===== src/rtl/alarm_pkg.sv =====
/*
  Constants shared by the alarm and interrupt control block: register
  offsets, field positions, reset values and decode figures.
  Assumes an 8-bit register port with a 16-bit register address.
*/
package alarm_pkg;

  // ----------------------------------------
  // Register offsets
  // ----------------------------------------
  localparam logic [15:0] THERMAL_TRIP_CONFIG_ADDR = 16'h0888;
  localparam logic [15:0] ALARM_MASK_STATUS_ADDR = 16'h0889;
  localparam logic [15:0] INDEX_AMP_ENABLE_ADDR = 16'h088A;
  localparam logic [15:0] COMPARATOR_DISABLE_ADDR = 16'h088B;
  localparam logic [15:0] MISCELLANEOUS_CONTROL_ADDR = 16'h088D;

  // ----------------------------------------
  // Field positions
  // ----------------------------------------
  localparam int POWERUP_STATUS_BIT = 7;
  localparam int LED_LOOP_STATUS_BIT = 6;
  localparam int THERMAL_ALARM_STATUS_BIT = 5;
  localparam int SHUTDOWN_STATUS_BIT = 4;
  localparam int LED_LOOP_MASK_BIT = 2;
  localparam int THERMAL_ALARM_MASK_BIT = 1;
  localparam int SHUTDOWN_MASK_BIT = 0;
  localparam int INDEX_AMP_ON_BIT = 2;
  localparam int INDEX_COMPARATOR_OFF_BIT = 2;
  localparam int INTERP_COMPARATOR_OFF_BIT = 1;
  localparam int MAINT_SEL_LSB = 4;
  localparam int TRIP_CODE_WIDTH = 4;

  // ----------------------------------------
  // Reset values and masks
  // ----------------------------------------
  localparam logic [7:0] THERMAL_TRIP_RESET = 8'h00;
  localparam logic [7:0] MASK_RESET = 8'h00;
  localparam logic [7:0] INDEX_AMP_RESET = 8'hFF;
  localparam logic [7:0] COMPARATOR_RESET = 8'h00;
  localparam logic [7:0] MAINT_CTRL_RESET = 8'h01;
  localparam logic [7:0] MASK_WRITABLE = 8'h07;
  localparam logic [1:0] MAINT_DISABLED = 2'h0;
  localparam logic [1:0] MAINT_ENABLED = 2'h3;

  // ----------------------------------------
  // Decode figures, degrees Celsius
  // ----------------------------------------
  localparam int TRIP_BASE_DEG = 200;
  localparam int TRIP_STEP_DEG = 9;
  localparam int SHUTDOWN_DEG = 165;
  localparam int TEMP_WIDTH = 9;

endpackage : alarm_pkg


===== src/rtl/alarm_reg_if.sv =====
/*
  Register-access bundle between the top and its register bank.
  Assumes one clock; strobes are single-cycle pulses.
*/
`timescale 1ns/1ps
interface alarm_reg_if;
  logic wr_en;
  logic rd_en;
  logic [15:0] addr;
  logic [7:0] wdata;
  logic [7:0] rdata;
  logic status_read;

  modport bank (input wr_en, input rd_en, input addr, input wdata, output rdata,
    output status_read);
  modport ctrl (output wr_en, output rd_en, output addr, output wdata, input rdata,
    input status_read);
endinterface : alarm_reg_if


===== src/rtl/pin_sync.sv =====
/*
  Two-flop synchroniser for a bundle of asynchronous levels.
  Assumes the inputs are quasi-static levels, not multi-bit words.
*/
`timescale 1ns/1ps
module pin_sync #(
  parameter int WIDTH = 4,
  parameter logic [WIDTH-1:0] INIT = '0
) (
  // Clock and reset
  input wire logic ref_clk,
  input wire logic rstn,
  // Levels
  input wire logic [WIDTH-1:0] din,
  output logic [WIDTH-1:0] dout
);
  typedef struct packed {
    logic [WIDTH-1:0] meta;
    logic [WIDTH-1:0] sync;
  } sync_state_t;

  sync_state_t s_q;
  sync_state_t s_d;

  if (WIDTH < 1) begin : g_width_check
    $error("pin_sync width must be positive");
  end

  always_comb begin
    s_d.meta = din;
    s_d.sync = s_q.meta;
  end

  always_ff @(posedge ref_clk or negedge rstn) begin
    if (!rstn) begin
      s_q <= {INIT, INIT};
    end else begin
      s_q <= s_d;
    end
  end

  assign dout = s_q.sync;
endmodule : pin_sync


===== src/rtl/alarm_interrupt_control.sv =====
/*
  Alarm and interrupt control: four alarm sources, sticky status bits
  cleared by a register read, masks, open-drain interrupt pin, and the
  signal-path enable and maintenance-output control registers.
  Assumes a register engine on ref_clk issuing single-cycle strobes, and
  analog monitors whose levels arrive asynchronously.
*/
// What this block does
// - Power-up alarm is held from sequence start until sequence completes.
// - LED-loop alarm is held while the LED drive loop is out of regulation.
// - Thermal alarm is held while temperature is above the programmed trip point.
// - Thermal shutdown alarm latches above 165 C until power cycle.
// - A present alarm sets its status bit to one.
// - Status bits stay set until a register read or power-on reset.
// - Shutdown alarm switches off all current-consuming circuitry.
// - Unmasked alarms pull the interrupt pin low; masked ones do not.
// - Power-up alarm has no mask and always pulls the pin low.
// - Mask bit zero blocks a source, one lets it drive the pin.
// - Pin follows live unmasked alarms and releases when they end.
// - Status in bits 7..4, bit 3 reserved, masks in bits 2..0.
// - LED-loop alarm when actual current exceeds seven eighths of the drive setting.
// - Trip point is 200 C minus 9 degrees per code step.
// - Index amplifier enable bit 2 on at one, reset default one.
// - Interpolation comparator bit 1 active low, reset default zero.
// - Index comparator bit 2 active low, reset default zero.
// - Miscellaneous register bits 5..4 select maintenance outputs.
// - Maintenance code 00 disables, 11 enables, others prohibited.
// - Supply rise sets power-up status and pulls pin until sequence done.
`timescale 1ns/1ps
module alarm_interrupt_control (
  // Clock and reset
  input wire logic ref_clk,
  input wire logic rstn,
  // Register port
  input wire logic reg_wr_en,
  input wire logic reg_rd_en,
  input wire logic [15:0] reg_addr,
  input wire logic [7:0] reg_wdata,
  output logic [7:0] reg_rdata,
  // Alarm sources
  input wire logic powerup_busy,
  input wire logic led_closed_loop,
  input wire logic [6:0] led_drive_setting,
  input wire logic [6:0] led_drive_actual,
  input wire logic [8:0] junction_temp,
  // Interrupt pin, open drain
  input wire logic alarm_request_n_in,
  output logic alarm_request_n_out,
  output logic alarm_request_n_oe,
  // Signal-path and power control
  output logic index_amp_on,
  output logic interp_comparator_off,
  output logic index_comparator_off,
  output logic maintenance_enable,
  output logic circuits_off,
  output logic [3:0] sensor_accuracy_trim
);

  // ----------------------------------------
  // Synchronised sources
  // ----------------------------------------
  // Power-up busy resets high so the alarm is seen from the first cycle.
  logic [3:0] raw_lvl;
  logic [3:0] sync_lvl;
  logic [7:0] tmp_unused;

  assign raw_lvl = {powerup_busy, led_closed_loop, 2'h0};

  pin_sync #(.WIDTH(4), .INIT(4'h8)) u_sync (
    .ref_clk(ref_clk),
    .rstn(rstn),
    .din(raw_lvl),
    .dout(sync_lvl)
  );

  // Multi-bit analog readouts are assumed stable; two flops still guard them.
  typedef struct packed {
    logic [6:0] act_m;
    logic [6:0] act_s;
    logic [8:0] tmp_m;
    logic [8:0] tmp_s;
    logic shutdown_latch;
  } mon_state_t;

  mon_state_t m_q;
  mon_state_t m_d;

  // ----------------------------------------
  // Register bank
  // ----------------------------------------
  alarm_reg_if rif ();
  logic [3:0] live_alarm;
  logic [7:0] mask_status;
  logic [7:0] trip_cfg;
  logic [7:0] amp_cfg;
  logic [7:0] cmp_cfg;
  logic [7:0] maint_cfg;

  assign rif.wr_en = reg_wr_en;
  assign rif.rd_en = reg_rd_en;
  assign rif.addr = reg_addr;
  assign rif.wdata = reg_wdata;
  assign reg_rdata = rif.rdata;

  alarm_regs u_regs (
    .ref_clk(ref_clk),
    .rstn(rstn),
    .bus(rif.bank),
    .live_alarm(live_alarm),
    .mask_status(mask_status),
    .trip_cfg(trip_cfg),
    .amp_cfg(amp_cfg),
    .cmp_cfg(cmp_cfg),
    .maint_cfg(maint_cfg)
  );

  // ----------------------------------------
  // Alarm detection
  // ----------------------------------------
  function automatic logic [8:0] trip_deg(input logic [3:0] code);
    trip_deg = 9'(alarm_pkg::TRIP_BASE_DEG - alarm_pkg::TRIP_STEP_DEG * int'(code));
  endfunction : trip_deg

  logic powerup_alarm;
  logic led_alarm;
  logic thermal_alarm;
  logic over_temp;
  logic [9:0] act_x8;
  logic [9:0] set_x7;

  assign act_x8 = {m_q.act_s, 3'h0};
  assign set_x7 = 10'({3'h0, led_drive_setting} * 10'd7);

  assign powerup_alarm = sync_lvl[3];
  // Drive above 7/8 of led_drive_setting while in closed loop
  assign led_alarm = sync_lvl[2] && (act_x8 > set_x7);
  assign thermal_alarm = m_q.tmp_s > trip_deg(trip_cfg[3:0]);
  assign over_temp = m_q.tmp_s > 9'(alarm_pkg::SHUTDOWN_DEG);

  always_comb begin
    m_d.act_m = led_drive_actual;
    m_d.act_s = m_q.act_m;
    m_d.tmp_m = junction_temp;
    m_d.tmp_s = m_q.tmp_m;
    // Only the reset removes the shutdown latch
    m_d.shutdown_latch = m_q.shutdown_latch | over_temp;
  end

  always_ff @(posedge ref_clk or negedge rstn) begin
    if (!rstn) begin
      m_q <= '0;
    end else begin
      m_q <= m_d;
    end
  end

  assign live_alarm = {powerup_alarm, led_alarm, thermal_alarm, m_q.shutdown_latch};

  // ----------------------------------------
  // Interrupt pin
  // ----------------------------------------
  logic irq_active;
  assign irq_active = powerup_alarm
    | (led_alarm & mask_status[alarm_pkg::LED_LOOP_MASK_BIT])
    | (thermal_alarm & mask_status[alarm_pkg::THERMAL_ALARM_MASK_BIT])
    | (m_q.shutdown_latch & mask_status[alarm_pkg::SHUTDOWN_MASK_BIT]);

  // Open drain: only ever drive low, release otherwise
  assign alarm_request_n_out = 1'b0;
  assign alarm_request_n_oe = irq_active;
  assign tmp_unused = {7'h0, alarm_request_n_in};

  // ----------------------------------------
  // Control outputs
  // ----------------------------------------
  assign circuits_off = m_q.shutdown_latch;
  assign index_amp_on = amp_cfg[alarm_pkg::INDEX_AMP_ON_BIT] & ~circuits_off;
  assign interp_comparator_off = cmp_cfg[alarm_pkg::INTERP_COMPARATOR_OFF_BIT]
    | circuits_off;
  assign index_comparator_off = cmp_cfg[alarm_pkg::INDEX_COMPARATOR_OFF_BIT]
    | circuits_off;
  // Prohibited codes leave the outputs off
  assign maintenance_enable = (maint_cfg[alarm_pkg::MAINT_SEL_LSB +: 2]
    == alarm_pkg::MAINT_ENABLED) & ~circuits_off;
  assign sensor_accuracy_trim = trip_cfg[7:4];

  // ----------------------------------------
  // Elaboration checks
  // ----------------------------------------
  // Port widths are fixed; these guard the package figures that feed them
  if (alarm_pkg::TRIP_CODE_WIDTH != 4) begin : g_trip_width_check
    $error("trip code field must be four bits wide");
  end
  if (alarm_pkg::TRIP_BASE_DEG < alarm_pkg::TRIP_STEP_DEG * 15) begin : g_trip_range_check
    $error("trip decode would go below zero");
  end
  if (alarm_pkg::SHUTDOWN_DEG >= 2 ** alarm_pkg::TEMP_WIDTH) begin : g_shutdown_check
    $error("shutdown point outside the temperature range");
  end
  if (alarm_pkg::MAINT_SEL_LSB > 6) begin : g_maint_check
    $error("maintenance field runs off the register");
  end
endmodule : alarm_interrupt_control


===== src/rtl/alarm_regs.sv =====
/*
  Register bank: thermal trip, mask/status, amplifier enable, comparator
  disable and miscellaneous control. Status bits are sticky and clear on a
  read of the mask/status register, with a same-cycle set winning.
  Assumes single-cycle read and write strobes on ref_clk.
*/
`timescale 1ns/1ps
module alarm_regs (
  // Clock and reset
  input wire logic ref_clk,
  input wire logic rstn,
  // Register access
  alarm_reg_if.bank bus,
  // Alarm levels and register contents
  input wire logic [3:0] live_alarm,
  output logic [7:0] mask_status,
  output logic [7:0] trip_cfg,
  output logic [7:0] amp_cfg,
  output logic [7:0] cmp_cfg,
  output logic [7:0] maint_cfg
);
  typedef struct packed {
    logic [7:0] trip;
    logic [3:0] status;
    logic [2:0] mask;
    logic [7:0] amp;
    logic [7:0] cmp;
    logic [7:0] maint;
    logic [7:0] rdata;
  } reg_state_t;

  reg_state_t r_q;
  reg_state_t r_d;
  logic status_rd;

  assign status_rd = bus.rd_en && bus.addr == alarm_pkg::ALARM_MASK_STATUS_ADDR;

  always_comb begin
    r_d = r_q;
    // Read returns current bits, clear takes effect after; live sets win
    if (status_rd) r_d.status = live_alarm;
    else r_d.status = r_q.status | live_alarm;
    if (bus.wr_en) begin
      unique case (bus.addr)
        alarm_pkg::THERMAL_TRIP_CONFIG_ADDR: r_d.trip = bus.wdata;
        alarm_pkg::ALARM_MASK_STATUS_ADDR: r_d.mask = bus.wdata[2:0];
        alarm_pkg::INDEX_AMP_ENABLE_ADDR: r_d.amp = bus.wdata;
        alarm_pkg::COMPARATOR_DISABLE_ADDR: r_d.cmp = bus.wdata;
        alarm_pkg::MISCELLANEOUS_CONTROL_ADDR: r_d.maint = bus.wdata;
        default: r_d.trip = r_q.trip;
      endcase
    end
    if (bus.rd_en) begin
      unique case (bus.addr)
        alarm_pkg::THERMAL_TRIP_CONFIG_ADDR: r_d.rdata = r_q.trip;
        alarm_pkg::ALARM_MASK_STATUS_ADDR: r_d.rdata = {r_q.status, 1'b0, r_q.mask};
        alarm_pkg::INDEX_AMP_ENABLE_ADDR: r_d.rdata = r_q.amp;
        alarm_pkg::COMPARATOR_DISABLE_ADDR: r_d.rdata = r_q.cmp;
        alarm_pkg::MISCELLANEOUS_CONTROL_ADDR: r_d.rdata = r_q.maint;
        default: r_d.rdata = 8'h00;
      endcase
    end
  end

  always_ff @(posedge ref_clk or negedge rstn) begin
    if (!rstn) begin
      r_q.trip <= alarm_pkg::THERMAL_TRIP_RESET;
      r_q.status <= 4'h0;
      r_q.mask <= alarm_pkg::MASK_RESET[2:0];
      r_q.amp <= alarm_pkg::INDEX_AMP_RESET;
      r_q.cmp <= alarm_pkg::COMPARATOR_RESET;
      r_q.maint <= alarm_pkg::MAINT_CTRL_RESET;
      r_q.rdata <= 8'h00;
    end else begin
      r_q <= r_d;
    end
  end

  assign bus.rdata = r_q.rdata;
  assign bus.status_read = status_rd;
  assign mask_status = {r_q.status, 1'b0, r_q.mask};
  assign trip_cfg = r_q.trip;
  assign amp_cfg = r_q.amp;
  assign cmp_cfg = r_q.cmp;
  assign maint_cfg = r_q.maint;
endmodule : alarm_regs


===== config.mk =====
export PLATFORM = sky130hd
export DESIGN_NAME = alarm_interrupt_control
export DESIGN_NICKNAME = d
export VERILOG_FILES = /design/src/rtl/alarm_pkg.sv /design/src/rtl/alarm_reg_if.sv /design/src/rtl/pin_sync.sv /design/src/rtl/alarm_interrupt_control.sv /design/src/rtl/alarm_regs.sv
export SDC_FILE = /design/constraint.sdc
export NUM_CORES = 1
export LEC_CHECK = 0
export ABC_AREA = 1
export BUFFER_PORTS_ARGS = -buffer_cell sky130_fd_sc_hd__clkbuf_2
export CAP_MARGIN = 20
export CORE_UTILIZATION = 53
export CTS_BUF_LIST = sky130_fd_sc_hd__clkbuf_2
export DETAILED_ROUTE_END_ITERATION = 12
export PLACE_DENSITY_LB_ADDON = 0.05
export REMOVE_ABC_BUFFERS = 1
export SYNTH_ARGS = -nofsm -noshare
export SYNTH_HDL_FRONTEND = slang
export SYNTH_SLANG_ARGS = --single-unit

===== constraint.sdc =====
create_clock -name ref_clk -period 4.7 [get_ports ref_clk]
set_input_delay 1.175 -clock ref_clk [delete_from_list [all_inputs] [get_ports ref_clk]]
set_output_delay 1.175 -clock ref_clk [all_outputs]
set_load 0.01 [all_outputs]

=== Word-level counts from Yosys, hierarchy flattened ===
Cells that the tools add are included.

* Reductions and logical operators: 7
* Equality and inequality tests: 6
* Bitwise logic cells: 13
* Add/subtract/negate cells: 1
* Multiply operators: 2
* Magnitude comparators: 3
* Multiplexer cells: 2

{| class="wikitable"
|+ Operator list
! kind !! count
|-
| $eq A16 B12 Y1 const B || 5
|-
| $pmux W8 S5 || 1
|-
| $gt A10 B10 Y1 || 1
|-
| $mul A7 B3 Y10 const B || 1
|-
| $reduce_and A2 Y1 || 5
|-
| $gt A9 B8 Y1 const B || 1
|-
| $gt A9 B9 Y1 || 1
|-
| $sub A8 B8 Y9 const A || 1
|-
| $mul A4 B4 Y8 const A || 1
|-
| $or A1 B1 Y1 || 6
|-
| $and A1 B1 Y1 || 5
|-
| $mux W4 || 1
|-
| $or A4 B4 Y4 || 1
|-
| $eq A2 B2 Y1 const B || 1
|-
| $logic_and A1 B1 Y1 || 2
|-
| $not A1 Y1 || 1
|}

* Flip-flop bits (word level): 84
* Output and inout port bits: 19
* Word-level logic and storage cells: 48
* Input bits: 54

=== Logic depth before layout (Yosys ltp) ===
* Depth after elaboration: 7
* Depth in mapped cells: 17
* Depth with buffers taken out: 17

=== Modules after synthesis ===
From an unflattened synthesis, not the netlist that was laid out.

* Cells, all modules: 497
* Area total of the unflattened synthesis: 4550.6 um^2

{| class="wikitable"
|+ By module, submodules not included
! module !! times used !! area each (um^2) !! cells an instance
|-
| alarm_regs || 1 || 2403.6 || 298
|-
| alarm_interrupt_control || 1 || 1944.4 || 191
|-
| pin_sync || 1 || 202.7 || 8
|}

=== Worst setup path before layout ===
No wires, ideal clock.

* Path type: input to output
* Start point: input led_drive_setting[0]
* End point: output alarm_request_n_oe
* Stages: 16
* Path buffers: 0
* Path slack: -0.063 ns
* Arrival time: 3.588 ns
* Cell sequence: fa_1 -> ha_1 -> fa_1 -> nand3_1 -> nand2_1 -> a21o_1 -> nand2_1 -> nand2_1 -> xor2_1 -> ha_1 -> nand2_1 -> nor2_1 -> nand2_1 -> o211ai_1 -> nand3_1 -> nand3_1

* Longest elaborated chain between the ends: 7

{| class="wikitable"
|+ Ends and longest elaborated chain
! what !! line !! source
|-
| start: declaration || alarm_interrupt_control.sv:43 || <nowiki>input wire logic [6:0] led_drive_setting,</nowiki>
|-
| $mul A7 B3 Y10 || alarm_interrupt_control.sv:132 || <nowiki>assign set_x7 = 10'({3'h0, led_drive_setting} * 10'd7);</nowiki>
|-
| $gt A10 B10 Y1 || alarm_interrupt_control.sv:136 || <nowiki>assign led_alarm = sync_lvl[2] && (act_x8 > set_x7);</nowiki>
|-
| $logic_and A1 B1 Y1 || alarm_interrupt_control.sv:136 ||
|-
| $and A1 B1 Y1 || alarm_interrupt_control.sv:164 || <nowiki>| (led_alarm & mask_status[alarm_pkg::LED_LOOP_MASK_BIT])</nowiki>
|-
| $or A1 B1 Y1 || alarm_interrupt_control.sv:164 ||
|-
| $or A1 B1 Y1 || alarm_interrupt_control.sv:165 || <nowiki>| (thermal_alarm & mask_status[alarm_pkg::THERMAL_ALARM_MASK_BIT])</nowiki>
|-
| $or A1 B1 Y1 || alarm_interrupt_control.sv:166 || <nowiki>| (m_q.shutdown_latch & mask_status[alarm_pkg::SHUTDOWN_MASK_BIT]);</nowiki>
|-
| end: declaration || alarm_interrupt_control.sv:49 || <nowiki>output logic alarm_request_n_oe,</nowiki>
|}

No other way between the ends.

=== Worst setup path in the final report ===
Ends and elaborated chain as after synthesis.

==> results.json <==
{
  "violations": "negative setup slack",
  "wl_mm": 9.09,
  "drt_iter0_drc": 191,
  "final_cell_mix": "nand2_1, clkbuf_2, dfrtp_1",
  "tightest_slew_ps": 634,
  "area_delta_synth_final_pct": 15.0,
  "cp-end-kind": "output port",
  "avgSynthCellArea_um2": 9.56,
  "peakVddDrop_mv": 0.277,
  "hold_viol": 0,
  "maxCapViolCount": 0,
  "layout-drive-gt1-share_pct": 27.9,
  "outcome": "complete, but fails checks",
  "clk_pin_slew_worst_paths_ps": 250,
  "ios": 73,
  "yosysUniqueCellTypes": 36,
  "fin_skew_ps": 33.9,
  "overflow": 0,
  "antenna_cells": 0,
  "drt-vias-per-instance": 5.11,
  "powerDensity_nw_per_um2": 287,
  "critPathKind": "primary input to output port",
  "cp_cell_sequence": "buf_8 -> fa_1 -> ha_2 -> fa_2 -> nand3_2 -> nand2_2 -> a21o_1 -> nand2_1 -> nand2_1 -> xor2_1 -> ha_1 -> nand2_2 -> nor2_2 -> nand3_1 -> nand2_1 -> inv_1 -> nand3_1 -> nand3_2 -> buf_6",
  "p_leak_nw": 2.61,
  "finalCriticalPeriod_ps": 4930,
  "cts_hold_buf": 0,
  "die_w_um": 93.7,
  "cp_max_fo": 3,
  "grt_pass1_vias": 3127,
  "die_y_um": 93.7,
  "ys_seq_area_share_pct": 47.5,
  "use_met3_pct": 5.34,
  "wl_per_cell_um": 13.9,
  "initial_utilization_pct": 54.5,
  "synth-edff-count": 0,
  "io_buffers": 70,
  "gp_congestion": 0.801,
  "clk_latency_ps": 540,
  "crit_arrival_ps": 3760,
  "grt_pass1_wl_mm": 15.0,
  "critPathLaunchType": "primary input",
  "setup_viol": 1,
  "setup_tns_ps": -233,
  "ys_async_sr_fraction_pct": 100,
  "drc": 0,
  "rows": 33,
  "top_usage_layer": "met2",
  "ys_ff_latch": 84,
  "die_area_um2": 8780,
  "fmax_mhz": 203,
  "min_path_type": "flip-flop to flip-flop",
  "drv_slew": 0,
  "clockRootBuffer": "clkbuf_2",
  "ys_warn_count": 0,
  "hold_ws_ps": 335,
  "maxSlewHeadroom_pct": 57.8,
  "syn-cell-area_um2": 4460,
  "num_vias": 3343,
  "dp_hpwl_mm": 6.27,
  "antenna_found_initial": 0,
  "worstPathRequired_ps": 3520,
  "firstDrtPassIters": 4,
  "postRouteAntennaNets": 0,
  "max_stage_delay_ps": 480,
  "track_usage_pct": 22.6,
  "period_share_pct": 105,
  "design_power_total_mw": 1.47,
  "globalRouteMet1Util_pct": 32.2,
  "synth_flop_cell": "dfrtp_1",
  "tritoncts": "built",
  "setup_ws_ps": -233,
  "grt_max_degree": 85,
  "critPathMostFrequentCell": "nand2_1",
  "cts_buffers": 9,
  "postSynthCellCount": 466,
  "fin_nets": 637,
  "crit_slowest_cell": "fa_1",
  "htreeDepth": 3,
  "grtUsageMet2_pct": 35.0,
  "core_area_um2": 8180,
  "clock_path_buffers": 2,
  "rsz0062_at_grt": "true",
  "cts_sinks": 84,
  "final_common_cell": "nand2_1"
}
where the power goes:
group | switching, mW | total [mW] | internal [mW]
registers | 0.00796 | 0.753 | 0.745
logic | 0.127 | 0.236 | 0.110
clock network | 0.248 | 0.481 | 0.234
repair_timing:
action	CTS	global route
gates cloned	0	0
buffers inserted	0	0
setup endpoints to repair	1	1
gates resized for setup	8	11
pin swaps	5	0
final timing paths:
check	from	endpoint	slack [ps]	cells after the start
max	led_drive_setting[0]	alarm_request_n_oe	-230	19
min	m_d[7]$_DFF_PN0_	m_q[7]$_DFF_PN0_	340	0
max reg2reg	u_regs.trip_cfg[0]$_DFFE_PN0P_	u_regs.mask_status[5]$_DFF_PN0_	2090	14
min reg2reg	m_d[7]$_DFF_PN0_	m_q[7]$_DFF_PN0_	340	0
max in group asynchronous	rstn	u_regs.amp_cfg[3]$_DFFE_PN1P_	3530	2
min in group asynchronous	rstn	m_q[9]$_DFF_PN0_	490	1
logic make-up after synthesis:
kind of cell / share of synthesized area (%)
AOI/OAI and AO/OA: 8.90
adders and majority gates: 12.1
DFF: 47.5
xor gates and xnor gates: 1.38
other: 0.0842
and+or+nand+nor: 21.5
buffers and inverters: 8.54
cells in the mapped netlist (all sizes together), types with 5 or more instances:
| master | instances | area [µm²] |
|---|---|---|
| buf | 17 | 170 |
| inv | 56 | 210 |
| nor2 | 41 | 205 |
| ha | 32 | 400 |
| a21oi | 19 | 95.1 |
| nand3 | 23 | 165 |
| fa | 7 | 140 |
| xnor2 | 5 | 43.8 |
| nand2 | 93 | 364 |
| dfrtp | 73 | 1830 |
| nand4 | 31 | 194 |
| dfstp | 11 | 289 |
| o21ai | 45 | 255 |
flip-flops by register name (all words and copies together), names as in the netlist:
register	cells
u_sync.s_d	2
act_x8	7
u_regs.amp_cfg	8
u_regs.cmp_cfg	8
m_d	16
u_sync.dout	2
u_regs.mask_status	7
u_regs.bus.rdata	8
u_regs.trip_cfg	8
u_regs.maint_cfg	8
m_q	9
circuits_off	1
area by class of cell:
type / count / area (µm²)
clock inverter: 6 / 113
clock buffer: 10 / 50.0
tap: 105 / 131
fill: 719 / 3050
multi-input combinational: 309 / 2000
inverter: 56 / 210
timing repair buffer: 84 / 507
sequential: 84 / 2120
worst max-delay path, delay by kind of cell:
family          cells  cell delay, ps
buf+inv             3             270
simple gates       10             700
xor+xnor            1             140
fa+ha+maj           4            1320
compound gates      1             150
stage by stage:
stage / util [%] / cell area, µm² / setup WS [ps] / cells
5_1_grt: 62.7 / 5120 / -436 / 654
6_report: 62.7 / 5120 / -233 / 654
3_3_place_gp: 59.5 / 4870 / -367 / 637
3_5_place_dp: 59.5 / 4870 / -427 / 637
4_1_cts: 62.0 / 5070 / -287 / 653
2_1_floorplan: - / 4290 / -63.1 / 449
metal layers:
metal  routed length, µm  share of wire [%]
met5                   0                  0
met4                  78               0.86
met3                 474                5.2
met2                4320                 47
met1                4220                 46
Note: power is estimated with default switching activity, not from simulation.
